## config.mk

```make
export PLATFORM = sky130hd
export DESIGN_NAME = pwm_timebase_select
export DESIGN_NICKNAME = d
export VERILOG_FILES = /design/src/pwm_timebase_select.v
export VERILOG_INCLUDE_DIRS = /design/src
export SDC_FILE = /design/constraint.sdc
export NUM_CORES = 1
export LEC_CHECK = 0
export BUFFER_PORTS_ARGS = -buffer_cell sky130_fd_sc_hd__buf_2
export CAP_MARGIN = 20
export CORE_MARGIN = 1
export CORE_UTILIZATION = 40
export DETAILED_ROUTE_END_ITERATION = 8
export HOLD_SLACK_MARGIN = 0.15
export SYNTH_ARGS = -nofsm -noshare
export SYNTH_HDL_FRONTEND = slang
export SYNTH_HIERARCHICAL = 1
export SYNTH_SLANG_ARGS = --single-unit
```

## constraint.sdc

```tcl
create_clock -name clk_i -period 7.5 [get_ports clk_i]
set_input_delay 0.75 -clock clk_i [delete_from_list [all_inputs] [get_ports clk_i]]
set_output_delay 0.75 -clock clk_i [all_outputs]
set_load 0.03 [all_outputs]
```

## src/pwm_timebase_regs.vh

```
/*
 Register offsets, field positions and reset values for the PWM timebase block.
 Included by pwm_timebase_select.v; definitions only.
*/
`ifndef PWM_TIMEBASE_REGS_VH
`define PWM_TIMEBASE_REGS_VH

// Per-timer register group: base = timer index * stride
`define TB_GROUP_STRIDE 8'h04
`define TB_OFF_COUNTER 8'h00
`define TB_OFF_PERIOD 8'h01
`define TB_OFF_CONTROL 8'h02
`define TB_OFF_SHADOW_RD 8'h03
`define TB_OFF_SELECT1 8'h10
`define TB_OFF_STATUS 8'h11

// Control register fields
`define TB_CTL_ON_BIT 7
`define TB_CTL_PRESCALER_SYNC_SEL_BIT 6
`define TB_CTL_CKPS_LSB 0
`define TB_CTL_CKPS_MSB 2

`define TB_RST_COUNTER 8'h00
`define TB_RST_PERIOD 8'hFF
`define TB_RST_CONTROL 8'h00
`define TB_RST_SELECT1 8'h00

// Select field encodings
`define TB_SEL_T2 2'h0
`define TB_SEL_T4 2'h1
`define TB_SEL_T6 2'h2
`define TB_SEL_T8 2'h3

`endif

```

## src/pwm_timebase_select.v

```verilog
/*
 PWM timebase block: four 8-bit auto-reload timers with double-buffered
 period, sleep freeze control, and per-unit timer selection.
 Assumes one 25 MHz clock, synchronous reset, a simple register port, and
 sleep, external reset event and timer clock-run indications from the
 same clock domain.
*/
// Implementation choices: the plain strobed port and the register addresses.
`timescale 1ns/1ps
`include "pwm_timebase_regs.vh"

////////////////////////////////////////////////////////////////////////////////
// One auto-reload timer; all four share it so their semantics match
module pwm_timebase_timer
(
	input wire clk_i,
	input wire rst_i,
	input wire wr_cnt_i,
	input wire wr_per_i,
	input wire wr_ctl_i,
	input wire [7:0] wdata_i,
	input wire sleep_i,
	input wire ext_reset_event_i,
	input wire clk_src_running_i,
	input wire clk_src_internal_i,
	output wire [7:0] count_o,
	output wire [7:0] period_o,
	output wire [7:0] control_o,
	output wire match_o,
	output wire osc_keep_on_o
);

	reg [7:0] counter_ff;
	reg [7:0] nxt_counter;
	reg [7:0] period_ff;
	reg [7:0] shadow_ff;
	reg [7:0] nxt_shadow;
	reg [7:0] control_ff;
	reg [7:0] presc_ff;
	reg [7:0] nxt_presc;
	reg match_ff;
	wire [2:0] ckps;
	wire timer_on;
	wire prescaler_sync_sel;
	wire [7:0] presc_mask;
	wire run;
	wire presc_roll;
	wire at_period;

	assign ckps = control_ff[`TB_CTL_CKPS_MSB:`TB_CTL_CKPS_LSB];
	assign timer_on = control_ff[`TB_CTL_ON_BIT];
	assign prescaler_sync_sel = control_ff[`TB_CTL_PRESCALER_SYNC_SEL_BIT];
	// Prescale of 2^ckps; ones below the roll point
	assign presc_mask = (8'h01 << ckps) - 8'h01;
	// Frozen in sleep when synced; else needs its source running
	assign run = timer_on && clk_src_running_i && !(sleep_i && prescaler_sync_sel);
	assign presc_roll = run && ((presc_ff & presc_mask) == presc_mask);
	// Compare against the hidden shadow, never the visible period
	assign at_period = (counter_ff == shadow_ff);
	// Oscillator held on only while it feeds a timer counting in sleep
	assign osc_keep_on_o = sleep_i && clk_src_internal_i && timer_on && !prescaler_sync_sel;
	assign count_o = counter_ff;
	assign period_o = period_ff;
	assign control_o = control_ff;
	assign match_o = match_ff;

	////////////////////////////////////////////////////////////////////////////
	// Prescaler restarts on a counter or control write so the first period is whole
	always @*
	begin
		nxt_presc = presc_ff;
		if (wr_cnt_i || wr_ctl_i)
		begin
			nxt_presc = 8'h00;
		end
		else if (run)
		begin
			nxt_presc = presc_ff + 8'h01;
		end
	end

	// Copies take the old period if the period is written in the same cycle
	always @*
	begin
		nxt_shadow = shadow_ff;
		if (wr_cnt_i)
		begin
			nxt_shadow = period_ff;
		end
		else if (wr_ctl_i)
		begin
			nxt_shadow = period_ff;
		end
		else if (ext_reset_event_i)
		begin
			nxt_shadow = period_ff;
		end
		else if (presc_roll && at_period)
		begin
			nxt_shadow = period_ff;
		end
	end

	// A counter write wins over the external event and the count
	always @*
	begin
		nxt_counter = counter_ff;
		if (wr_cnt_i)
		begin
			nxt_counter = wdata_i;
		end
		else if (ext_reset_event_i)
		begin
			nxt_counter = `TB_RST_COUNTER;
		end
		else if (presc_roll && at_period)
		begin
			nxt_counter = 8'h00;
		end
		else if (presc_roll)
		begin
			nxt_counter = counter_ff + 8'h01;
		end
	end

	////////////////////////////////////////////////////////////////////////////
	always @(posedge clk_i)
	begin
		if (rst_i)
		begin
			counter_ff <= `TB_RST_COUNTER;
			period_ff <= `TB_RST_PERIOD;
			shadow_ff <= `TB_RST_PERIOD;
			control_ff <= `TB_RST_CONTROL;
			presc_ff <= 8'h00;
			match_ff <= 1'b0;
		end
		else
		begin
			counter_ff <= nxt_counter;
			shadow_ff <= nxt_shadow;
			presc_ff <= nxt_presc;
			match_ff <= presc_roll && at_period;
			if (wr_per_i)
			begin
				period_ff <= wdata_i;
			end
			if (wr_ctl_i)
			begin
				control_ff <= wdata_i;
			end
		end
	end

endmodule // pwm_timebase_timer

////////////////////////////////////////////////////////////////////////////////
module pwm_timebase_select #(
	parameter NUM_TIMERS = 4,
	parameter NUM_UNITS = 4
)
(
	input wire clk_i,
	input wire rst_i,
	input wire [7:0] addr_i,
	input wire [7:0] wdata_i,
	input wire wr_i,
	input wire rd_i,
	output reg [7:0] rdata_o,
	input wire sleep_i,
	input wire ext_reset_event_i,
	input wire [3:0] clk_src_running_i,
	input wire [3:0] clk_src_internal_i,
	output wire [3:0] osc_keep_on_o,
	output wire [3:0] timer_match_o,
	output wire [31:0] timer_counts_o,
	output wire [7:0] unit_select_o,
	output wire [3:0] unit_match_o,
	output wire [31:0] unit_count_o
);

	wire [31:0] period_bus;
	wire [31:0] control_bus;
	reg [7:0] pwm_timer_select_1_ff;
	reg [7:0] nxt_rdata;
	wire [1:0] acc_tmr;
	wire [1:0] acc_off;
	wire grp_hit;

	assign acc_tmr = addr_i[3:2];
	assign acc_off = addr_i[1:0];
	assign grp_hit = (addr_i[7:4] == 4'h0);

	////////////////////////////////////////////////////////////////////////////
	// Timers: identical per index
	genvar g;
	generate
		for (g = 0; g < NUM_TIMERS; g = g + 1)
		begin : tmr
			wire sel_me;
			wire wr_cnt;
			wire wr_per;
			wire wr_ctl;

			// Strobes for this timer's register group
			assign sel_me = grp_hit && ({30'h0, acc_tmr} == g);
			assign wr_cnt = wr_i && sel_me && (acc_off == 2'h0);
			assign wr_per = wr_i && sel_me && (acc_off == 2'h1);
			assign wr_ctl = wr_i && sel_me && (acc_off == 2'h2);

			// Same timer for every index
			pwm_timebase_timer i_pwm_timebase_timer
			(
				.clk_i(clk_i),
				.rst_i(rst_i),
				.wr_cnt_i(wr_cnt),
				.wr_per_i(wr_per),
				.wr_ctl_i(wr_ctl),
				.wdata_i(wdata_i),
				.sleep_i(sleep_i),
				.ext_reset_event_i(ext_reset_event_i),
				.clk_src_running_i(clk_src_running_i[g]),
				.clk_src_internal_i(clk_src_internal_i[g]),
				.count_o(timer_counts_o[8*g+7:8*g]),
				.period_o(period_bus[8*g+7:8*g]),
				.control_o(control_bus[8*g+7:8*g]),
				.match_o(timer_match_o[g]),
				.osc_keep_on_o(osc_keep_on_o[g])
			);
		end
	endgenerate

	////////////////////////////////////////////////////////////////////////////
	// Unit timebase selection
	assign unit_select_o = pwm_timer_select_1_ff;
	generate
		for (g = 0; g < NUM_UNITS; g = g + 1)
		begin : unit
			wire [1:0] code;
			reg [7:0] count_ff;
			assign code = pwm_timer_select_1_ff[2*g+1:2*g];
			assign unit_match_o[g] = timer_match_o[code];
			assign unit_count_o[8*g+7:8*g] = count_ff;
			// Registered copy: a unit's count lags its timer by one clock
			always @(posedge clk_i)
			begin
				if (rst_i)
				begin
					count_ff <= `TB_RST_COUNTER;
				end
				else
				begin
					count_ff <= timer_counts_o[{code, 3'h0} +: 8];
				end
			end
		end
	endgenerate

	always @(posedge clk_i)
	begin
		if (rst_i)
		begin
			pwm_timer_select_1_ff <= `TB_RST_SELECT1;
		end
		else if (wr_i && (addr_i == `TB_OFF_SELECT1))
		begin
			pwm_timer_select_1_ff <= wdata_i;
		end
	end

	////////////////////////////////////////////////////////////////////////////
	// Read port; shadow is not readable, so its slot reads zero
	always @*
	begin
		nxt_rdata = 8'h00;
		if (grp_hit)
		begin
			case (acc_off)
				2'h0:
				begin
					nxt_rdata = timer_counts_o[{acc_tmr, 3'h0} +: 8];
				end
				2'h1:
				begin
					nxt_rdata = period_bus[{acc_tmr, 3'h0} +: 8];
				end
				2'h2:
				begin
					nxt_rdata = control_bus[{acc_tmr, 3'h0} +: 8];
				end
				default:
				begin
					nxt_rdata = 8'h00;
				end
			endcase
		end
		else if (addr_i == `TB_OFF_SELECT1)
		begin
			nxt_rdata = pwm_timer_select_1_ff;
		end
		else if (addr_i == `TB_OFF_STATUS)
		begin
			nxt_rdata = {4'h0, timer_match_o};
		end
	end

	always @(posedge clk_i)
	begin
		if (rst_i)
		begin
			rdata_o <= 8'h00;
		end
		else if (rd_i)
		begin
			rdata_o <= nxt_rdata;
		end
		else
		begin
			// Read data stands one cycle only, then returns to zero
			rdata_o <= 8'h00;
		end
	end

endmodule // pwm_timebase_select

```

## Word-level counts from Yosys, hierarchy flattened

Index checks and enable logic that the tools add are counted.

- Register bits: 212
- Output and inout bits: 92
- Word-level logic and storage cells: 202

- Add/subtract/negate cells: 12
- $lt $le $gt $ge: 4
- Equality and inequality tests: 15
- Shift-type cells: 11
- Muxes and demuxes: 44
- Bitwise gates (word level): 5
- Reductions and logical operators: 81

Operators with widths:

| kind | number |
|---|---|
| two-way mux 8 bit | 34 |
| variable part select 32 x 6 -> 8 bit | 7 |
| adder 8 x 1 -> 8 bit, second input constant | 8 |
| == test 8 bit | 8 |
| logical AND 1 bit | 53 |
| bitwise AND 8 bit | 4 |
| nonzero test 4 bit | 8 |
| left shift 1 x 3 -> 8 bit, first input constant | 4 |
| subtractor 8 x 1 -> 8 bit, second input constant | 4 |
| one-hot mux 8 bit (3 select lines) | 1 |
| == test 8 x 5 -> 1 bit, second input constant | 2 |
| < comparator 2 x 3 -> 1 bit, second input constant | 4 |
| OR reduction 2 bit | 5 |
| binary-select mux 1 bit (select 2 bit) | 4 |
| zero test 1 bit | 8 |
| == test 2 bit, second input constant | 3 |
| == test 2 x 1 -> 1 bit, second input constant | 2 |
| zero test 2 bit | 2 |
| zero test 4 bit | 1 |
| logical OR 1 bit | 4 |
| two-way mux 1 bit | 4 |
| two-way mux 4 bit | 1 |
| inverter 1 bit | 1 |

## Longest topological paths before layout

- Word-level depth: 10
- Depth in mapped cells: 11
- Mapped depth without buffers: 9

## Cells and area by module

Netlist, hierarchy kept.

Modules (own cells, without submodules):

| module | instances | cells each | area an instance (sq um) | seq. area each (sq um) |
|---|---|---|---|---|
| pwm_timebase_timer (tmr[2].i_pwm_timebase_timer ...) | 2 | 236 | 2122.0 | 800.8 |
| pwm_timebase_timer (tmr[0].i_pwm_timebase_timer ...) | 2 | 222 | 2073.2 | 800.8 |
| pwm_timebase_select | 1 | 291 | 3204.3 | 960.9 |

## Worst setup path after synthesis

OpenSTA, ideal clock, no wires.

- Kind: input to register
- Start: input port addr_i[7]
- End: register tmr[0].i_pwm_timebase_timer.presc_ff[0]
- Library setup time: 0.122 ns
- Data arrival time: 2.697 ns
- Required time: 7.378 ns
- Setup slack: 4.681 ns
- Stages: 7
- Path buffers: 2
- Cell sequence: or4_1 -> nor2_1 -> and3_1 -> clkbuf_1 -> or3_1 -> clkbuf_1 -> nor2_1

- Cells in the longest elaborated chain, start to end: 6
- Elaborated cells between the ends (all ways): 7
- Those cells by class: reduce/logical (7)

Ends and longest elaborated chain:

| element | line | RTL |
|---|---|---|
| start, declared | pwm_timebase_select.v:165 | `input wire [7:0] addr_i,` |
| zero test 4 bit | pwm_timebase_select.v:192 | `assign grp_hit = (addr_i[7:4] == 4'h0);` |
| logical AND 1 bit | pwm_timebase_select.v:206 | `assign sel_me = grp_hit && ({30'h0, acc_tmr} == g);` |
| logical AND 1 bit (2 in series) | pwm_timebase_select.v:209 | `assign wr_ctl = wr_i && sel_me && (acc_off == 2'h2);` |
| named net tmr[0].wr_ctl | pwm_timebase_select.v:203 | `wire wr_ctl;` |
| logical OR 1 bit | pwm_timebase_select.v:72 | `if (wr_cnt_i \|\| wr_ctl_i)` |
| OR reduction 2 bit (no source line) | - |  |
| end signal, assigned | pwm_timebase_select.v:142 | `presc_ff <= nxt_presc;` |
| end, declared | pwm_timebase_select.v:39 | `reg [7:0] presc_ff;` |

The timed path passes the listed nets, and every way through them passes these cells.
A chain may end at the register's enable or synchronous reset.

## Worst setup path after layout

- Start: register tmr[3].i_pwm_timebase_timer.control_ff[2]
- End: register tmr[3].i_pwm_timebase_timer.shadow_ff[6]

- Cells in the longest elaborated chain, start to end: 7

Ends and longest elaborated chain:

| element | line | RTL |
|---|---|---|
| start, declared | pwm_timebase_select.v:38 | `reg [7:0] control_ff;` |
| start signal, assigned | pwm_timebase_select.v:134 | `` control_ff <= `TB_RST_CONTROL; `` |
| start signal, assigned | pwm_timebase_select.v:150 | `control_ff <= wdata_i;` |
| left shift 1 x 3 -> 8 bit (*) | pwm_timebase_select.v:54 | `assign presc_mask = (8'h01 << ckps) - 8'h01;` |
| subtractor 8 x 1 -> 8 bit (*) | pwm_timebase_select.v:54 |  |
| bitwise AND 8 bit | pwm_timebase_select.v:57 | `assign presc_roll = run && ((presc_ff & presc_mask) == presc_mask);` |
| == test 8 bit (*) | pwm_timebase_select.v:57 |  |
| logical AND 1 bit (*) | pwm_timebase_select.v:57 |  |
| logical AND 1 bit (*) | pwm_timebase_select.v:98 | `else if (presc_roll && at_period)` |
| nonzero test 4 bit (no source line) (*) | - |  |
| end signal, assigned | pwm_timebase_select.v:133 | `` shadow_ff <= `TB_RST_PERIOD; `` |
| end signal, assigned | pwm_timebase_select.v:141 | `shadow_ff <= nxt_shadow;` |
| end, declared | pwm_timebase_select.v:36 | `reg [7:0] shadow_ff;` |

Mark *: on every way between the ends. The rest lies on a longest branch, timed or not.

==> results.sh <==
export IMPL_path_class="reg -> reg"
export IMPL_grt_setup_unrepaired="false"
export IMPL_hold_path_class="reg -> reg"
export IMPL_rrSetupSlack_ps=4410
export IMPL_max_slew_margin_rel_pct=41.13
export IMPL_finalCriticalPeriod_ps=3094
export IMPL_firstDrtPassIters=5
export IMPL_multiInputGateArea_um2=6885
export IMPL_area_delta_synth_final_pct=13.45
export IMPL_crit_family="simple AND/OR/NAND/NOR gates"
export IMPL_vias=9843
export IMPL_hold_buffers=0
export IMPL_crit_arrival_ps=3540
export IMPL_clk_pin_slew_ps=60
export IMPL_grt_util_all_layers_pct=23.35
export IMPL_ys_seq_area_share_pct=35.91
export IMPL_drive_above_1_share_pct=21.27
export IMPL_finClkSkew_ps=12.30
export IMPL_synth_area_leader_cell="dfxtp_1"
export IMPL_cts_resized_gates=0
export IMPL_ys_ff_latch=208
export IMPL_diodes=0
export IMPL_core_um2=28160
export IMPL_overflow=0
export IMPL_cp_cell_sequence="or3_4 -> ha_1 -> or4bb_2 -> a31oi_1 -> or4_4 -> o31a_1 -> mux2i_1"
export IMPL_cts_sink_count=208
export IMPL_ios=122
export IMPL_cts_buffers_inserted=25
export IMPL_worstRegToRegCells=7
export IMPL_setup_tns_ps=0
export IMPL_period_share_pct=41.25
export IMPL_drv_cap=0
export IMPL_setup_viol=0
export IMPL_syn_inst=1207
export IMPL_worstMarginPinSlew_ps=883.1
export IMPL_drcViolationCount=0
export IMPL_htreeDepth=1
export IMPL_yosys_warnings=6
export IMPL_ant_nets=0
export IMPL_drt_wl_total_mm=35.12
export IMPL_endpoint="tmr[3].i_pwm_timebase_timer/shadow_ff[6]$_SDFFE_PP1P_"
export IMPL_grt_pass1_wl_mm=53.49
export IMPL_crit_required_ps=7950
export IMPL_finalHoldViolations=0
export IMPL_synth_area_um2=11590
export IMPL_dp_hpwl_mm=23.67
export IMPL_antenna_found_initial=0
export IMPL_r2r_start="tmr[3].i_pwm_timebase_timer/control_o[2]$_SDFFE_PP0P_"
export IMPL_maxSlewViolCount=0
export IMPL_yosys_cell_types_count=84
export IMPL_io_buffer_count=121
export IMPL_synth_flop_cell="dfxtp_1"
export IMPL_cp_depth=7
export IMPL_n_fill_cell=2670
export IMPL_path_max_fanout=13
export IMPL_insertion_delay_ps=520
export IMPL_nNetsFinal=1321
export IMPL_via_per_inst=5.890
export IMPL_synthTopCellsByArea="dfxtp_1, mux4_2, mux2i_1"
export IMPL_crit_start="tmr[3].i_pwm_timebase_timer/control_o[2]$_SDFFE_PP0P_"
export IMPL_num_rows=61
export IMPL_status="completed"
export IMPL_grt_max_degree=108
export IMPL_final_cell_mix="dfxtp_1, nor2_1, buf_2, nor2b_1, mux2i_1"
export IMPL_dieHeight_um=172.3
export IMPL_grt_pass1_vias=8876
export IMPL_critical_path_slowest_cell="or4bb_2"
export IMPL_cts_tree="yes"
export IMPL_peakVddDrop_mv=0.1566
export IMPL_r2r_end="tmr[3].i_pwm_timebase_timer/shadow_ff[6]$_SDFFE_PP1P_"
export IMPL_wl_per_cell_um=21.02
export IMPL_cp_start_kind="flip-flop"
export IMPL_post_cts_buffers=0
export IMPL_end_kind="flip-flop"
export IMPL_initial_utilization_pct=41.17
export IMPL_drt_iter0_drc=980
export IMPL_holdWs_ps=499.4
export IMPL_ys_async_sr_fraction_pct=0
export IMPL_cp_num_buf_inv=0
export IMPL_syn_avg_cell_area_um2=9.606
export IMPL_die_x_um=172.3
export IMPL_finalWeightedCongestion=0.8697
export IMPL_total_leakage_power_nw=4.700
export IMPL_cts_root_buffer="clkbuf_16"
export IMPL_mostFrequentLayoutCell="dfxtp_1"
export IMPL_cpPeakStageDelay_ps=620
export IMPL_synth_top_area_share_pct=35.91
export IMPL_synth_edff_count=0
export IMPL_synth_nets=1253
export IMPL_regArea_um2=4164
export IMPL_clk_path_buf_depth=3
export IMPL_power_density_nw_per_um2=196.6
export IMPL_fmax_ghz=0.3232
export IMPL_dieArea_um2=29670
==> layout make-up <==
cell class | instances | area share, %
tap | 378 | 3.596
clock buffer | 33 | 5.365
timing repair buffer | 128 | 5.051
multi-input combinational | 889 | 52.34
inverter | 23 | 0.6563
sequential | 208 | 31.66
clock inverter | 12 | 1.332
==> tightest hold or removal path: stages, from the launching register on <==
cell and delay [ps]:
dfxtp_1 330, mux2i_1 60, nor2_1 70
==> kinds of logic (layout without fill, tap and decap cells) <==
family / count (synthesis) / in the layout / synth area share, %
AND/OR/NAND/NOR: 450 / 450 / 21.66
AO/OA/AOI/OAI: 255 / 255 / 17.58
flip-flops: 208 / 208 / 35.91
buffers and inverters: 110 / 196 / 4.759
multiplexers: 106 / 106 / 13.68
XOR/XNOR: 62 / 62 / 4.683
adder cells (fa/ha/maj): 16 / 16 / 1.727
==> cell usage after synthesis, drive strengths merged, types with 16 or more instances <==
master,count
clkbuf,60
nor2,164
buf,27
nor3,26
nand2,36
mux2i,64
a21oi,36
o21ai,32
a22oi,42
nand3,17
nand4,31
xnor2,46
dfxtp,208
xor2,16
ha,16
a211o,34
nor2b,77
and3,21
mux4,42
inv,23
a221oi,23
==> through the flow <==
| stage | total power, mW | util [%] | cells | setup WS, ps | cell area, um2 |
|---|---|---|---|---|---|
| final | 2.587 | 46.71 | 1671 | 4406 | 13150 |
| after global routing | 2.677 | 46.71 | 1671 | 4221 | 13150 |
| after CTS | 2.609 | 46.71 | 1671 | 4442 | 13150 |
| after detailed placement | 1.325 | 43.58 | 1626 | 3962 | 12270 |
| after global placement | 1.324 | 43.58 | 1626 | 4020 | 12270 |
| after floorplan | 1.263 | - | 1207 | 4681 | 11590 |
==> sequential cells by signal, indices dropped and copies added, names as in the netlist <==
register                            count
tmr.i_pwm_timebase_timer/control_o     32
tmr.i_pwm_timebase_timer/presc_ff      28
tmr.i_pwm_timebase_timer/match_o        4
unit_select_o                           8
tmr.i_pwm_timebase_timer/shadow_ff     32
tmr.i_pwm_timebase_timer/period_o      32
tmr.i_pwm_timebase_timer/count_o       32
rdata_o                                 8
unit.count_ff                          32
==> routing by layer <==
metal	GRT usage (%)	vias to the layer above	wire length, um	share of wire (%)
li1	-	4628	-	-
met1	32.78	4762	15650	45
met2	36.80	400	16120	46
met3	3.593	53	2545	7.2
met4	6.926	0	808	2.3
met5	0	-	0	0
==> worst min path at each step <==
| stage | startpoint | to | slack (ps) | cells past startpoint |
|---|---|---|---|---|
| 3_3_place_gp | tmr[1].i_pwm_timebase_timer/control_o[5]$_SDFFE_PP0P_ | tmr[1].i_pwm_timebase_timer/control_o[5]$_SDFFE_PP0P_ | 470 | 2 |
| 2_1_floorplan | tmr[1].i_pwm_timebase_timer/control_o[4]$_SDFFE_PP0P_ | tmr[1].i_pwm_timebase_timer/control_o[4]$_SDFFE_PP0P_ | 460 | 2 |
| 6_report | tmr[1].i_pwm_timebase_timer/control_o[4]$_SDFFE_PP0P_ | tmr[1].i_pwm_timebase_timer/control_o[4]$_SDFFE_PP0P_ | 500 | 2 |
| 3_5_place_dp | tmr[2].i_pwm_timebase_timer/control_o[5]$_SDFFE_PP0P_ | tmr[2].i_pwm_timebase_timer/control_o[5]$_SDFFE_PP0P_ | 480 | 2 |
| 5_1_grt | tmr[3].i_pwm_timebase_timer/control_o[4]$_SDFFE_PP0P_ | tmr[3].i_pwm_timebase_timer/control_o[4]$_SDFFE_PP0P_ | 520 | 2 |
| 4_1_cts | tmr[2].i_pwm_timebase_timer/control_o[3]$_SDFFE_PP0P_ | tmr[2].i_pwm_timebase_timer/control_o[3]$_SDFFE_PP0P_ | 500 | 2 |
==> power breakdown <==
group / total (mW) / switching, mW / internal [mW]
logic: 0.173 / 0.120 / 0.0533
registers: 1.13 / 0.0182 / 1.11
clock network: 1.28 / 0.483 / 0.800
total: 2.59 / 0.621 / 1.97
Power figures use the tool's default switching activity.
